[src/shared/amrt_pkg.sv]
// Contract
// - Four region control registers, each shaping only its own chip-enable region; here the last-read region's bits 15-14 also delay another region's access.
// - Synchronous or SDRAM kind: other fields ignored, no access generated here.
// - Asynchronous kind: register fields time address and control pins of accesses.
// - Writes: address, enable, byte enables lead write strobe by bits 31-28 cycles.
// - Reads: address, enables and output enable lead read strobe by bits 19-16.
// - Write strobe stays low for the bits 27-22 count, 0 to 63.
// - Write trail count is {bit 3, bits 21-20} after write strobe rises.
// - Read strobe stays low for the bits 13-8 count, 0 to 63.
// - Read trail bits 2-0 holds address, byte enables, output enable after strobe.
// - Idle turnaround bits 15-14 after read before write or other-region read.
// - Kind 0,1h,2h,Ch select 8,16,32,64-bit asynchronous memory.
// - Kind Ah,Bh,4h,Eh mean programmable synchronous memory of 8,16,32,64 bits.
// - All phase counts are cycles of the primary output clock.
// - Secondary instance rejects 32- and 64-bit kind codes.
package amrt_pkg;

	// ------------------------------------------------------------
	// register map
	// ------------------------------------------------------------
	localparam int unsigned AMRT_REGIONS = 4;
	localparam logic [7:0] AMRT_OFF_REGION0 = 8'h00;
	localparam logic [7:0] AMRT_OFF_STATUS = 8'h10;
	localparam logic [31:0] AMRT_REGION_RESET = 32'hffff_ff03;
	localparam logic [1:0] AMRT_RESP_OKAY = 2'h0;
	localparam logic [1:0] AMRT_RESP_SLVERR = 2'h2;

	// ------------------------------------------------------------
	// field positions
	// ------------------------------------------------------------
	localparam int unsigned AMRT_WR_LEAD_LSB = 28;
	localparam int unsigned AMRT_WR_PULSE_LSB = 22;
	localparam int unsigned AMRT_WR_TRAIL_LSB = 20;
	localparam int unsigned AMRT_RD_LEAD_LSB = 16;
	localparam int unsigned AMRT_TURN_LSB = 14;
	localparam int unsigned AMRT_RD_PULSE_LSB = 8;
	localparam int unsigned AMRT_KIND_LSB = 4;
	localparam int unsigned AMRT_WR_TOP_BIT = 3;
	localparam int unsigned AMRT_RD_TRAIL_LSB = 0;

	// ------------------------------------------------------------
	// memory kind codes
	// ------------------------------------------------------------
	localparam logic [3:0] AMRT_ASYNC8 = 4'h0;
	localparam logic [3:0] AMRT_ASYNC16 = 4'h1;
	localparam logic [3:0] AMRT_ASYNC32 = 4'h2;
	localparam logic [3:0] AMRT_SDRAM32 = 4'h3;
	localparam logic [3:0] AMRT_SYNC32 = 4'h4;
	localparam logic [3:0] AMRT_SDRAM8 = 4'h8;
	localparam logic [3:0] AMRT_SDRAM16 = 4'h9;
	localparam logic [3:0] AMRT_SYNC8 = 4'ha;
	localparam logic [3:0] AMRT_SYNC16 = 4'hb;
	localparam logic [3:0] AMRT_ASYNC64 = 4'hc;
	localparam logic [3:0] AMRT_SDRAM64 = 4'hd;
	localparam logic [3:0] AMRT_SYNC64 = 4'he;

	// decoded timing of one region
	typedef struct packed {
		logic is_async;
		logic [1:0] width;
		logic [3:0] wr_lead;
		logic [5:0] wr_pulse;
		logic [2:0] wr_trail;
		logic [3:0] rd_lead;
		logic [5:0] rd_pulse;
		logic [2:0] rd_trail;
		logic [1:0] turn;
	} amrt_timing_t;

	typedef enum logic [2:0] {AMRT_IDLE, AMRT_TURN, AMRT_LEAD, AMRT_PULSE,
		AMRT_TRAIL} amrt_phase_t;

endpackage

[src/shared/amrt_cfg_if.sv]
// region word in, decoded timing out
interface amrt_cfg_if;
	import amrt_pkg::*;
	logic [31:0] word;
	logic secondary;
	amrt_timing_t timing;
	modport decoder (input word, input secondary, output timing);
	modport user (output word, output secondary, input timing);
endinterface

[src/hdl/amrt_decode.sv]
module amrt_decode
	import amrt_pkg::*;
(
	amrt_cfg_if.decoder port
);

	wire [3:0] kind = port.word[AMRT_KIND_LSB +: 4];
	// ------------------------------------------------------------
	// kind decode
	// ------------------------------------------------------------
	// only the four async codes reach the strobe engine
	wire async_code = kind == AMRT_ASYNC8 || kind == AMRT_ASYNC16
		|| kind == AMRT_ASYNC32 || kind == AMRT_ASYNC64;
	// wide codes of every kind, refused on the secondary instance
	wire wide_code = kind == AMRT_ASYNC32 || kind == AMRT_SDRAM32
		|| kind == AMRT_SYNC32 || kind == AMRT_ASYNC64
		|| kind == AMRT_SDRAM64 || kind == AMRT_SYNC64;
	wire unsupported = port.secondary && wide_code;
	logic [1:0] width;

	// bus width per kind; sdram and sync widths decoded but never captured for status
	always_comb
	begin
		case (kind)
			AMRT_ASYNC8, AMRT_SDRAM8, AMRT_SYNC8: width = 2'h0;
			AMRT_ASYNC16, AMRT_SDRAM16, AMRT_SYNC16: width = 2'h1;
			AMRT_ASYNC32, AMRT_SDRAM32, AMRT_SYNC32: width = 2'h2;
			AMRT_ASYNC64, AMRT_SDRAM64, AMRT_SYNC64: width = 2'h3;
			default: width = 2'h0; // reserved codes
		endcase
	end

	// ------------------------------------------------------------
	// field extraction
	// ------------------------------------------------------------
	// timing fields pass for every kind; only is_async is limited to async kinds
	assign port.timing.is_async = async_code && !unsupported;
	assign port.timing.width = width;
	assign port.timing.wr_lead = port.word[AMRT_WR_LEAD_LSB +: 4];
	assign port.timing.wr_pulse = port.word[AMRT_WR_PULSE_LSB +: 6];
	assign port.timing.wr_trail = {port.word[AMRT_WR_TOP_BIT],
		port.word[AMRT_WR_TRAIL_LSB +: 2]};
	assign port.timing.rd_lead = port.word[AMRT_RD_LEAD_LSB +: 4];
	assign port.timing.rd_pulse = port.word[AMRT_RD_PULSE_LSB +: 6];
	assign port.timing.rd_trail = port.word[AMRT_RD_TRAIL_LSB +: 3];
	assign port.timing.turn = port.word[AMRT_TURN_LSB +: 2];

endmodule // amrt_decode

[src/hdl/amrt_top.sv]
module amrt_top
	import amrt_pkg::*;
#(
	parameter bit SECONDARY = 1'b0
)
(
	input wire logic aclk,
	input wire logic aresetn,
	input wire logic aclken,
	// AXI4-Lite slave
	input wire logic [7:0] s_axi_awaddr,
	input wire logic s_axi_awvalid,
	output logic s_axi_awready,
	input wire logic [31:0] s_axi_wdata,
	input wire logic [3:0] s_axi_wstrb,
	input wire logic s_axi_wvalid,
	output logic s_axi_wready,
	output logic [1:0] s_axi_bresp,
	output logic s_axi_bvalid,
	input wire logic s_axi_bready,
	input wire logic [7:0] s_axi_araddr,
	input wire logic s_axi_arvalid,
	output logic s_axi_arready,
	output logic [31:0] s_axi_rdata,
	output logic [1:0] s_axi_rresp,
	output logic s_axi_rvalid,
	input wire logic s_axi_rready,
	// access request side
	input wire logic req_valid,
	output logic req_ready,
	input wire logic req_write,
	input wire logic [1:0] req_region,
	input wire logic [19:0] req_addr,
	input wire logic [7:0] req_be,
	input wire logic [63:0] req_wdata,
	output logic done,
	output logic done_error,
	output logic [63:0] done_rdata,
	// memory pins
	output logic [3:0] chip_enable_n,
	output logic [19:0] external_address,
	output logic [7:0] byte_enables_n,
	output logic write_strobe_n,
	output logic read_strobe_n,
	output logic output_enable_n,
	input wire logic [63:0] data_in,
	output logic [63:0] data_out,
	output logic data_oe
);

	// ------------------------------------------------------------
	// region registers and decoders
	// ------------------------------------------------------------
	logic [31:0] region_control [AMRT_REGIONS];
	amrt_timing_t timing_a [AMRT_REGIONS];
	logic aw_held;
	logic w_held;
	logic [7:0] aw_addr;
	logic [31:0] w_data;
	logic [3:0] w_strb;
	wire aw_fire = s_axi_awvalid && s_axi_awready;
	wire w_fire = s_axi_wvalid && s_axi_wready;
	wire ar_fire = s_axi_arvalid && s_axi_arready;
	wire wr_commit = aclken && aw_held && w_held && !s_axi_bvalid;
	wire [31:0] wr_mask = {{8{w_strb[3]}}, {8{w_strb[2]}},
		{8{w_strb[1]}}, {8{w_strb[0]}}};
	wire wr_on_region = aw_addr[7:4] == AMRT_OFF_REGION0[7:4]
		&& aw_addr[1:0] == 2'h0;
	wire [1:0] wr_index = aw_addr[3:2];

	// one register and one decoder per chip-enable region
	for (genvar i = 0; i < AMRT_REGIONS; i++)
	begin : gen_region
		amrt_cfg_if cfg ();
		wire hit = wr_commit && wr_on_region && wr_index == 2'(i);
		assign cfg.word = region_control[i];
		assign cfg.secondary = SECONDARY;
		assign timing_a[i] = cfg.timing;
		amrt_decode u_decode (.port(cfg.decoder));
		// byte lanes merged under wstrb
		always_ff @(posedge aclk)
		begin
			if (!aresetn)
				region_control[i] <= AMRT_REGION_RESET;
			else if (hit)
				region_control[i] <= (region_control[i] & ~wr_mask)
					| (w_data & wr_mask);
		end
	end

	// ------------------------------------------------------------
	// axi write channel
	// ------------------------------------------------------------
	// address and data taken in either order, answered once both held
	assign s_axi_awready = aclken && !aw_held && !s_axi_bvalid;
	assign s_axi_wready = aclken && !w_held && !s_axi_bvalid;
	wire wr_mapped = wr_on_region;

	always_ff @(posedge aclk)
	begin
		if (!aresetn)
		begin
			aw_held <= 1'b0;
			w_held <= 1'b0;
			aw_addr <= 8'h00;
			w_data <= 32'h0000_0000;
			w_strb <= 4'h0;
		end
		else if (aclken)
		begin
			if (aw_fire)
				aw_addr <= s_axi_awaddr;
			if (w_fire)
			begin
				w_data <= s_axi_wdata;
				w_strb <= s_axi_wstrb;
			end
			aw_held <= wr_commit ? 1'b0 : (aw_held || aw_fire);
			w_held <= wr_commit ? 1'b0 : (w_held || w_fire);
		end
	end

	// write response; the status word is read-only and answers slverr
	always_ff @(posedge aclk)
	begin
		if (!aresetn)
		begin
			s_axi_bvalid <= 1'b0;
			s_axi_bresp <= AMRT_RESP_OKAY;
		end
		else if (aclken)
		begin
			if (wr_commit)
			begin
				s_axi_bvalid <= 1'b1;
				s_axi_bresp <= wr_mapped ? AMRT_RESP_OKAY : AMRT_RESP_SLVERR;
			end
			else if (s_axi_bready)
				s_axi_bvalid <= 1'b0;
		end
	end

	// ------------------------------------------------------------
	// access engine state
	// ------------------------------------------------------------
	amrt_phase_t state;
	amrt_phase_t next_state;
	logic [5:0] cnt;
	logic [5:0] next_cnt;
	amrt_timing_t t_hold;
	logic is_write;
	logic [1:0] region;
	logic last_read;
	logic [1:0] last_region;

	// ------------------------------------------------------------
	// axi read channel
	// ------------------------------------------------------------
	wire rd_on_region = s_axi_araddr[7:4] == AMRT_OFF_REGION0[7:4]
		&& s_axi_araddr[1:0] == 2'h0;
	wire rd_on_status = s_axi_araddr == AMRT_OFF_STATUS;
	wire busy = state != AMRT_IDLE;
	// status shows the engine: busy, active region, direction, width
	wire [31:0] status_word = {24'h00_0000, t_hold.width, 1'b0,
		last_read, is_write, region, busy};
	wire [31:0] rd_word = rd_on_region ? region_control[s_axi_araddr[3:2]]
		: (rd_on_status ? status_word : 32'h0000_0000);

	assign s_axi_arready = aclken && !s_axi_rvalid;

	always_ff @(posedge aclk)
	begin
		if (!aresetn)
		begin
			s_axi_rvalid <= 1'b0;
			s_axi_rdata <= 32'h0000_0000;
			s_axi_rresp <= AMRT_RESP_OKAY;
		end
		else if (aclken)
		begin
			if (ar_fire)
			begin
				s_axi_rvalid <= 1'b1;
				s_axi_rdata <= rd_word;
				s_axi_rresp <= (rd_on_region || rd_on_status)
					? AMRT_RESP_OKAY : AMRT_RESP_SLVERR;
			end
			else if (s_axi_rready)
				s_axi_rvalid <= 1'b0;
		end
	end

	// ------------------------------------------------------------
	// phase selection
	// ------------------------------------------------------------
	// timing is latched at acceptance, so software writes during an
	// access only shape the next one
	assign req_ready = aclken && state == AMRT_IDLE;
	wire accept = req_valid && req_ready;
	wire amrt_timing_t sel_t = timing_a[req_region];
	wire amrt_timing_t cur_t = (state == AMRT_IDLE) ? sel_t : t_hold;
	wire cur_wr = (state == AMRT_IDLE) ? req_write : is_write;
	wire [5:0] lead_n = cur_wr ? {2'h0, cur_t.wr_lead}
		: {2'h0, cur_t.rd_lead};
	wire [5:0] pulse_n = cur_wr ? cur_t.wr_pulse
		: cur_t.rd_pulse;
	wire [5:0] trail_n = cur_wr ? {3'h0, cur_t.wr_trail}
		: {3'h0, cur_t.rd_trail};
	// zero-length phases are skipped, keeping lead, pulse, trail order
	wire amrt_phase_t to_trail = (trail_n != 6'h00) ? AMRT_TRAIL : AMRT_IDLE;
	wire amrt_phase_t to_pulse = (pulse_n != 6'h00) ? AMRT_PULSE : to_trail;
	wire [5:0] to_pulse_cnt = (pulse_n != 6'h00) ? pulse_n : trail_n;
	wire amrt_phase_t to_lead = (lead_n != 6'h00) ? AMRT_LEAD : to_pulse;
	wire [5:0] to_lead_cnt = (lead_n != 6'h00) ? lead_n : to_pulse_cnt;
	// idle gap after a read, before a write or another region's read
	wire need_turn = last_read && (req_write || req_region != last_region)
		&& t_hold.turn != 2'h0;
	wire phase_end = cnt == 6'h01;

	// phase sequencing, counting primary output clock cycles
	always_comb
	begin
		next_state = state;
		next_cnt = cnt;
		case (state)
			AMRT_IDLE:
				if (accept && sel_t.is_async)
				begin
					next_state = need_turn ? AMRT_TURN : to_lead;
					next_cnt = need_turn ? {4'h0, t_hold.turn} : to_lead_cnt;
				end
			AMRT_TURN:
				if (phase_end)
				begin
					next_state = to_lead;
					next_cnt = to_lead_cnt;
				end
				else
					next_cnt = cnt - 6'h01;
			AMRT_LEAD:
				if (phase_end)
				begin
					next_state = to_pulse;
					next_cnt = to_pulse_cnt;
				end
				else
					next_cnt = cnt - 6'h01;
			AMRT_PULSE:
				if (phase_end)
				begin
					next_state = to_trail;
					next_cnt = trail_n;
				end
				else
					next_cnt = cnt - 6'h01;
			AMRT_TRAIL:
				if (phase_end)
					next_state = AMRT_IDLE;
				else
					next_cnt = cnt - 6'h01;
			default:
				next_state = AMRT_IDLE;
		endcase
	end

	always_ff @(posedge aclk)
	begin
		if (!aresetn)
		begin
			state <= AMRT_IDLE;
			cnt <= 6'h00;
		end
		else if (aclken)
		begin
			state <= next_state;
			cnt <= next_cnt;
		end
	end

	// ------------------------------------------------------------
	// access capture
	// ------------------------------------------------------------
	// non-async regions are answered with an error and no pins move
	wire refuse = accept && !sel_t.is_async;
	wire start = accept && sel_t.is_async;
	wire finish = (busy || start) && next_state == AMRT_IDLE; // zero counts

	always_ff @(posedge aclk)
	begin
		if (!aresetn)
		begin
			t_hold <= '0;
			is_write <= 1'b0;
			region <= 2'h0;
			external_address <= 20'h0_0000;
			byte_enables_n <= 8'hff;
			data_out <= 64'h0;
		end
		else if (aclken && start)
		begin
			t_hold <= sel_t;
			is_write <= req_write;
			region <= req_region;
			external_address <= req_addr;
			byte_enables_n <= ~req_be;
			data_out <= req_wdata;
		end
	end

	// completion pulse, read data sampled through the read pulse
	always_ff @(posedge aclk)
	begin
		if (!aresetn)
		begin
			done <= 1'b0;
			done_error <= 1'b0;
			done_rdata <= 64'h0;
			last_read <= 1'b0;
			last_region <= 2'h0;
		end
		else if (aclken)
		begin
			done <= finish || refuse;
			done_error <= refuse;
			if (state == AMRT_PULSE && !is_write)
				done_rdata <= data_in;
			if (finish)
			begin
				last_read <= !cur_wr;
				last_region <= busy ? region : req_region;
			end
		end
	end

	// ------------------------------------------------------------
	// pin shaping
	// ------------------------------------------------------------
	wire in_access = state == AMRT_LEAD || state == AMRT_PULSE
		|| state == AMRT_TRAIL;
	// enable of the active region held across lead, pulse and trail
	assign chip_enable_n = in_access ? ~(4'h1 << region) : 4'hf;
	assign write_strobe_n = !(state == AMRT_PULSE && is_write);
	assign read_strobe_n = !(state == AMRT_PULSE && !is_write);
	// output enable leads and trails the read strobe
	assign output_enable_n = !(in_access && !is_write);
	assign data_oe = in_access && is_write;

endmodule // amrt_top

[config.mk]
export PLATFORM = sky130hd
export DESIGN_NAME = amrt_top
export DESIGN_NICKNAME = d
export VERILOG_FILES = /design/src/shared/amrt_pkg.sv /design/src/shared/amrt_cfg_if.sv /design/src/hdl/amrt_decode.sv /design/src/hdl/amrt_top.sv
export SDC_FILE = /design/constraint.sdc
export NUM_CORES = 1
export LEC_CHECK = 0
export BUFFER_PORTS_ARGS = -buffer_cell sky130_fd_sc_hd__buf_2
export CAP_MARGIN = 20
export CORE_MARGIN = 4
export CORE_UTILIZATION = 35
export CTS_CLUSTER_DIAMETER = 60
export DETAILED_ROUTE_END_ITERATION = 7
export GPL_ROUTABILITY_DRIVEN = 1
export GPL_TIMING_DRIVEN = 0
export PLACE_DENSITY = 0.6
export SLEW_MARGIN = 25
export SYNTH_ARGS = -nofsm -noshare
export SYNTH_HDL_FRONTEND = slang
export SYNTH_SLANG_ARGS = --single-unit
[constraint.sdc]
create_clock -name aclk -period 5.1 [get_ports aclk]
set_input_delay 1.53 -clock aclk [delete_from_list [all_inputs] [get_ports aclk]]
set_output_delay 1.53 -clock aclk [all_outputs]
set_load 0.05 [all_outputs]
==> metrics.yaml <==
run_status:
  status: "completed"
detailed_routing:
  dr_total_vias: 17370
  drc: 0
  drtAntennaViolNets: 0
  routed_wl_mm: 68.70
  first_pass_iters: 5
  routedWlPerCell_um: 21.03
  drt_first_iter_violations: 1464
  vias_per_cell: 5.316
die:
  num_rows: 84
  coreArea_um2: 52760
  io_pins: 428
  initial_core_util: 0.3552
  die_h_um: 239.4
  die_w_um: 239.4
  die_area_um2: 57300
sta:
  min_period_ns: 4.857
  fin_skew_ns: 0.02765
  slew_violations: 0
  min_period_over_period: 0.9524
  tightest_slew_ns: 1.044
  clock.fmax_ghz: 0.2059
  setup_viol: 0
  slew_headroom: 0.3038
  rsz0062_at_grt: "false"
  holdWs_ns: 0.4461
  fin_tns_setup_ns: 0
  hold_violations: 0
job:
  max-cap-violations: 0
pwr:
  peakVddDrop_uv: 234.6
  combPwrFrac: 0.115
  internal-power_mw: 5.943
  power.leakage_nw: 9.006
  pwr-share-clk: 0.450
  power_density_nw_per_um2: 343.0
  total_power_mw: 8.106
  pwr-share-seq: 0.434
  p_sw_mw: 2.163
  p_sw_frac: 0.2669
finish:
  regArea_um2: 9549
  multiInputGateArea_um2: 8571
  synthToLayoutAreaGrowth_pct: 26.13
  drive_gt1_frac: 0.2340
  final_common_cell: "nand2_1"
  fillers: 5186
  nets: 2758
  final_cells: 3267
  design_area_um2: 23630
  mostFrequentLayoutCells: "nand2_1, buf_2, dfxtp_1, a21oi_1, clkbuf_1"
critical_path:
  required_ns: 5.42
  critPathKind: "in2reg"
  worstPathArrival_ns: 5.18
  startpoint_type: "input port"
  end_kind: "register"
  crit_fanout: 10
yosys:
  synth_cell_types: 77
  synthCells: 2057
  ys.flop_type: "dfxtp_1"
  synth-edff-count: 128
  synth_seq_cells: 413
  ys_seq_area_frac: 0.5096
  ys_warn_count: 0
  syn-cell-area_um2: 18740
  synthArstFlopShare: 0
  syn_avg_cell_area_um2: 9.109
clock_tree:
  cts.sinks: 413
  cts_max_level: 2
  clockBufferDepth: 3
  cts_made_buffers: 50
  clk_pin_slew_ns: 0.06
  root_buffer: "clkbuf_16"
  cts_tree: "built"
  cts_setup_buffers: 0
  ctsResizeCount: 0
  clk_latency_ns: 0.61
  cts_hold_buf: 0
placement:
  routabilityCongestion: 0.9670
  placedInstanceArea_um2: 21920
  place_inst: 3172
  io_buffers: 419
  hpwl_mm: 52.46
global_routing:
  grt_pass1_wl_mm: 100.2
  grt_max_degree: 19
  gr-usage-all-layers: 0.2263
  grt.overflow.total: 0
  antenna_found_initial: 2
  grt_pass1_vias: 16800
hold_path:
  hp-class: "reg2reg"
power by group through the flow:
stage / clock (mW) / sequential [mW] / combinational (mW)
6_report: 3.65 / 3.52 / 0.935
3_3_place_gp: 0 / 3.59 / 0.896
5_1_grt: 3.86 / 3.53 / 1.01
4_1_cts: 3.72 / 3.52 / 0.931
3_5_place_dp: 0 / 3.59 / 0.926
2_1_floorplan: 0 / 3.70 / 0.468
critical path, cell delays in order:
cell      delay (ns)
clkbuf_1        0.65
nand4b_1        0.31
nor4_1          0.83
nand2b_1        0.37
nor2_1          0.75
clkbuf_1        0.56
nand3_1         0.17
Yosys cell counts, drive strengths merged (7+ instances only):
library cell / n / area share
and3: 10 / 0.0034
inv: 13 / 0.0026
nor3: 11 / 0.0032
a222oi: 7 / 0.0037
edfxtp: 128 / 0.21
dfxtp: 285 / 0.30
mux2: 9 / 0.0054
a22oi: 27 / 0.011
nand3: 119 / 0.032
o211ai: 8 / 0.0032
o21ai: 30 / 0.0080
nand2: 542 / 0.11
and2: 9 / 0.0030
mux4: 54 / 0.065
nor2b: 12 / 0.0040
a21oi: 273 / 0.073
a211oi: 15 / 0.0060
clkbuf: 131 / 0.026
mux2i: 40 / 0.021
nor2: 88 / 0.018
buf: 20 / 0.0073
nand2b: 131 / 0.044
logic make-up after synthesis:
group,count (synthesis),share of synthesized area
simple gates,951,0.2271
compound gates,416,0.1305
flops,413,0.5096
buf+inv,164,0.03619
mux,103,0.09168
xor+xnor,5,0.002337
fa+ha+maj,4,0.002404
other cells,1,0.0002001
per-stage QoR:
stage | utilization | setup WS [ns]
after global placement | 0.4113 | -3.383
after CTS | 0.4478 | 0.1282
after global routing | 0.4479 | 0.02657
final | 0.4479 | 0.2428
after floorplan | - | -0.3481
after detailed placement | 0.4155 | -0.5418
registers in the layout, indices dropped and copies added (netlist names), 2 cells and up:
name	cells
data_out	64
aw_addr	8
status_word	2
byte_enables_n	8
external_address	20
cnt	6
w_strb	4
last_region	2
w_data	32
region_control	128
state	3
s_axi_rdata	32
done_rdata	64
region	2
t_hold	28
cell type report:
type                    instances  share of cell area
flip-flops and latches        413              0.4040
multi-input cells            1481              0.3626
repair buffers                426             0.09593
clock buffers                  67             0.06003
well taps                     688             0.03642
plain buffers                 151             0.02663
clock inverters                26             0.01202
inverters                      13            0.002065
diodes                          2           0.0002118
worst paths after layout:
check	from	to	slack (ns)	cells past startpoint
hold / removal	external_address[2]$_SDFFE_PN0P_	external_address[2]$_SDFFE_PN0P_	0.45	2
setup reg to reg	state[2]$_SDFFE_PN0P_	byte_enables_n[1]$_SDFFE_PN1P_	1.37	10
hold reg to reg	external_address[2]$_SDFFE_PN0P_	external_address[2]$_SDFFE_PN0P_	0.45	2
setup / recovery	aclken	region_control[2][21]$_SDFFCE_PN1P_	0.24	7
layer usage:
layer	vias up	global-route usage	wire (um)
met5	-	0	0
met4	0	0.09411	2797
met2	807	0.3787	32690
met1	8246	0.2885	27830
li1	8168	-	-
met3	147	0.04329	5385
Power figures use the tool's default switching activity.
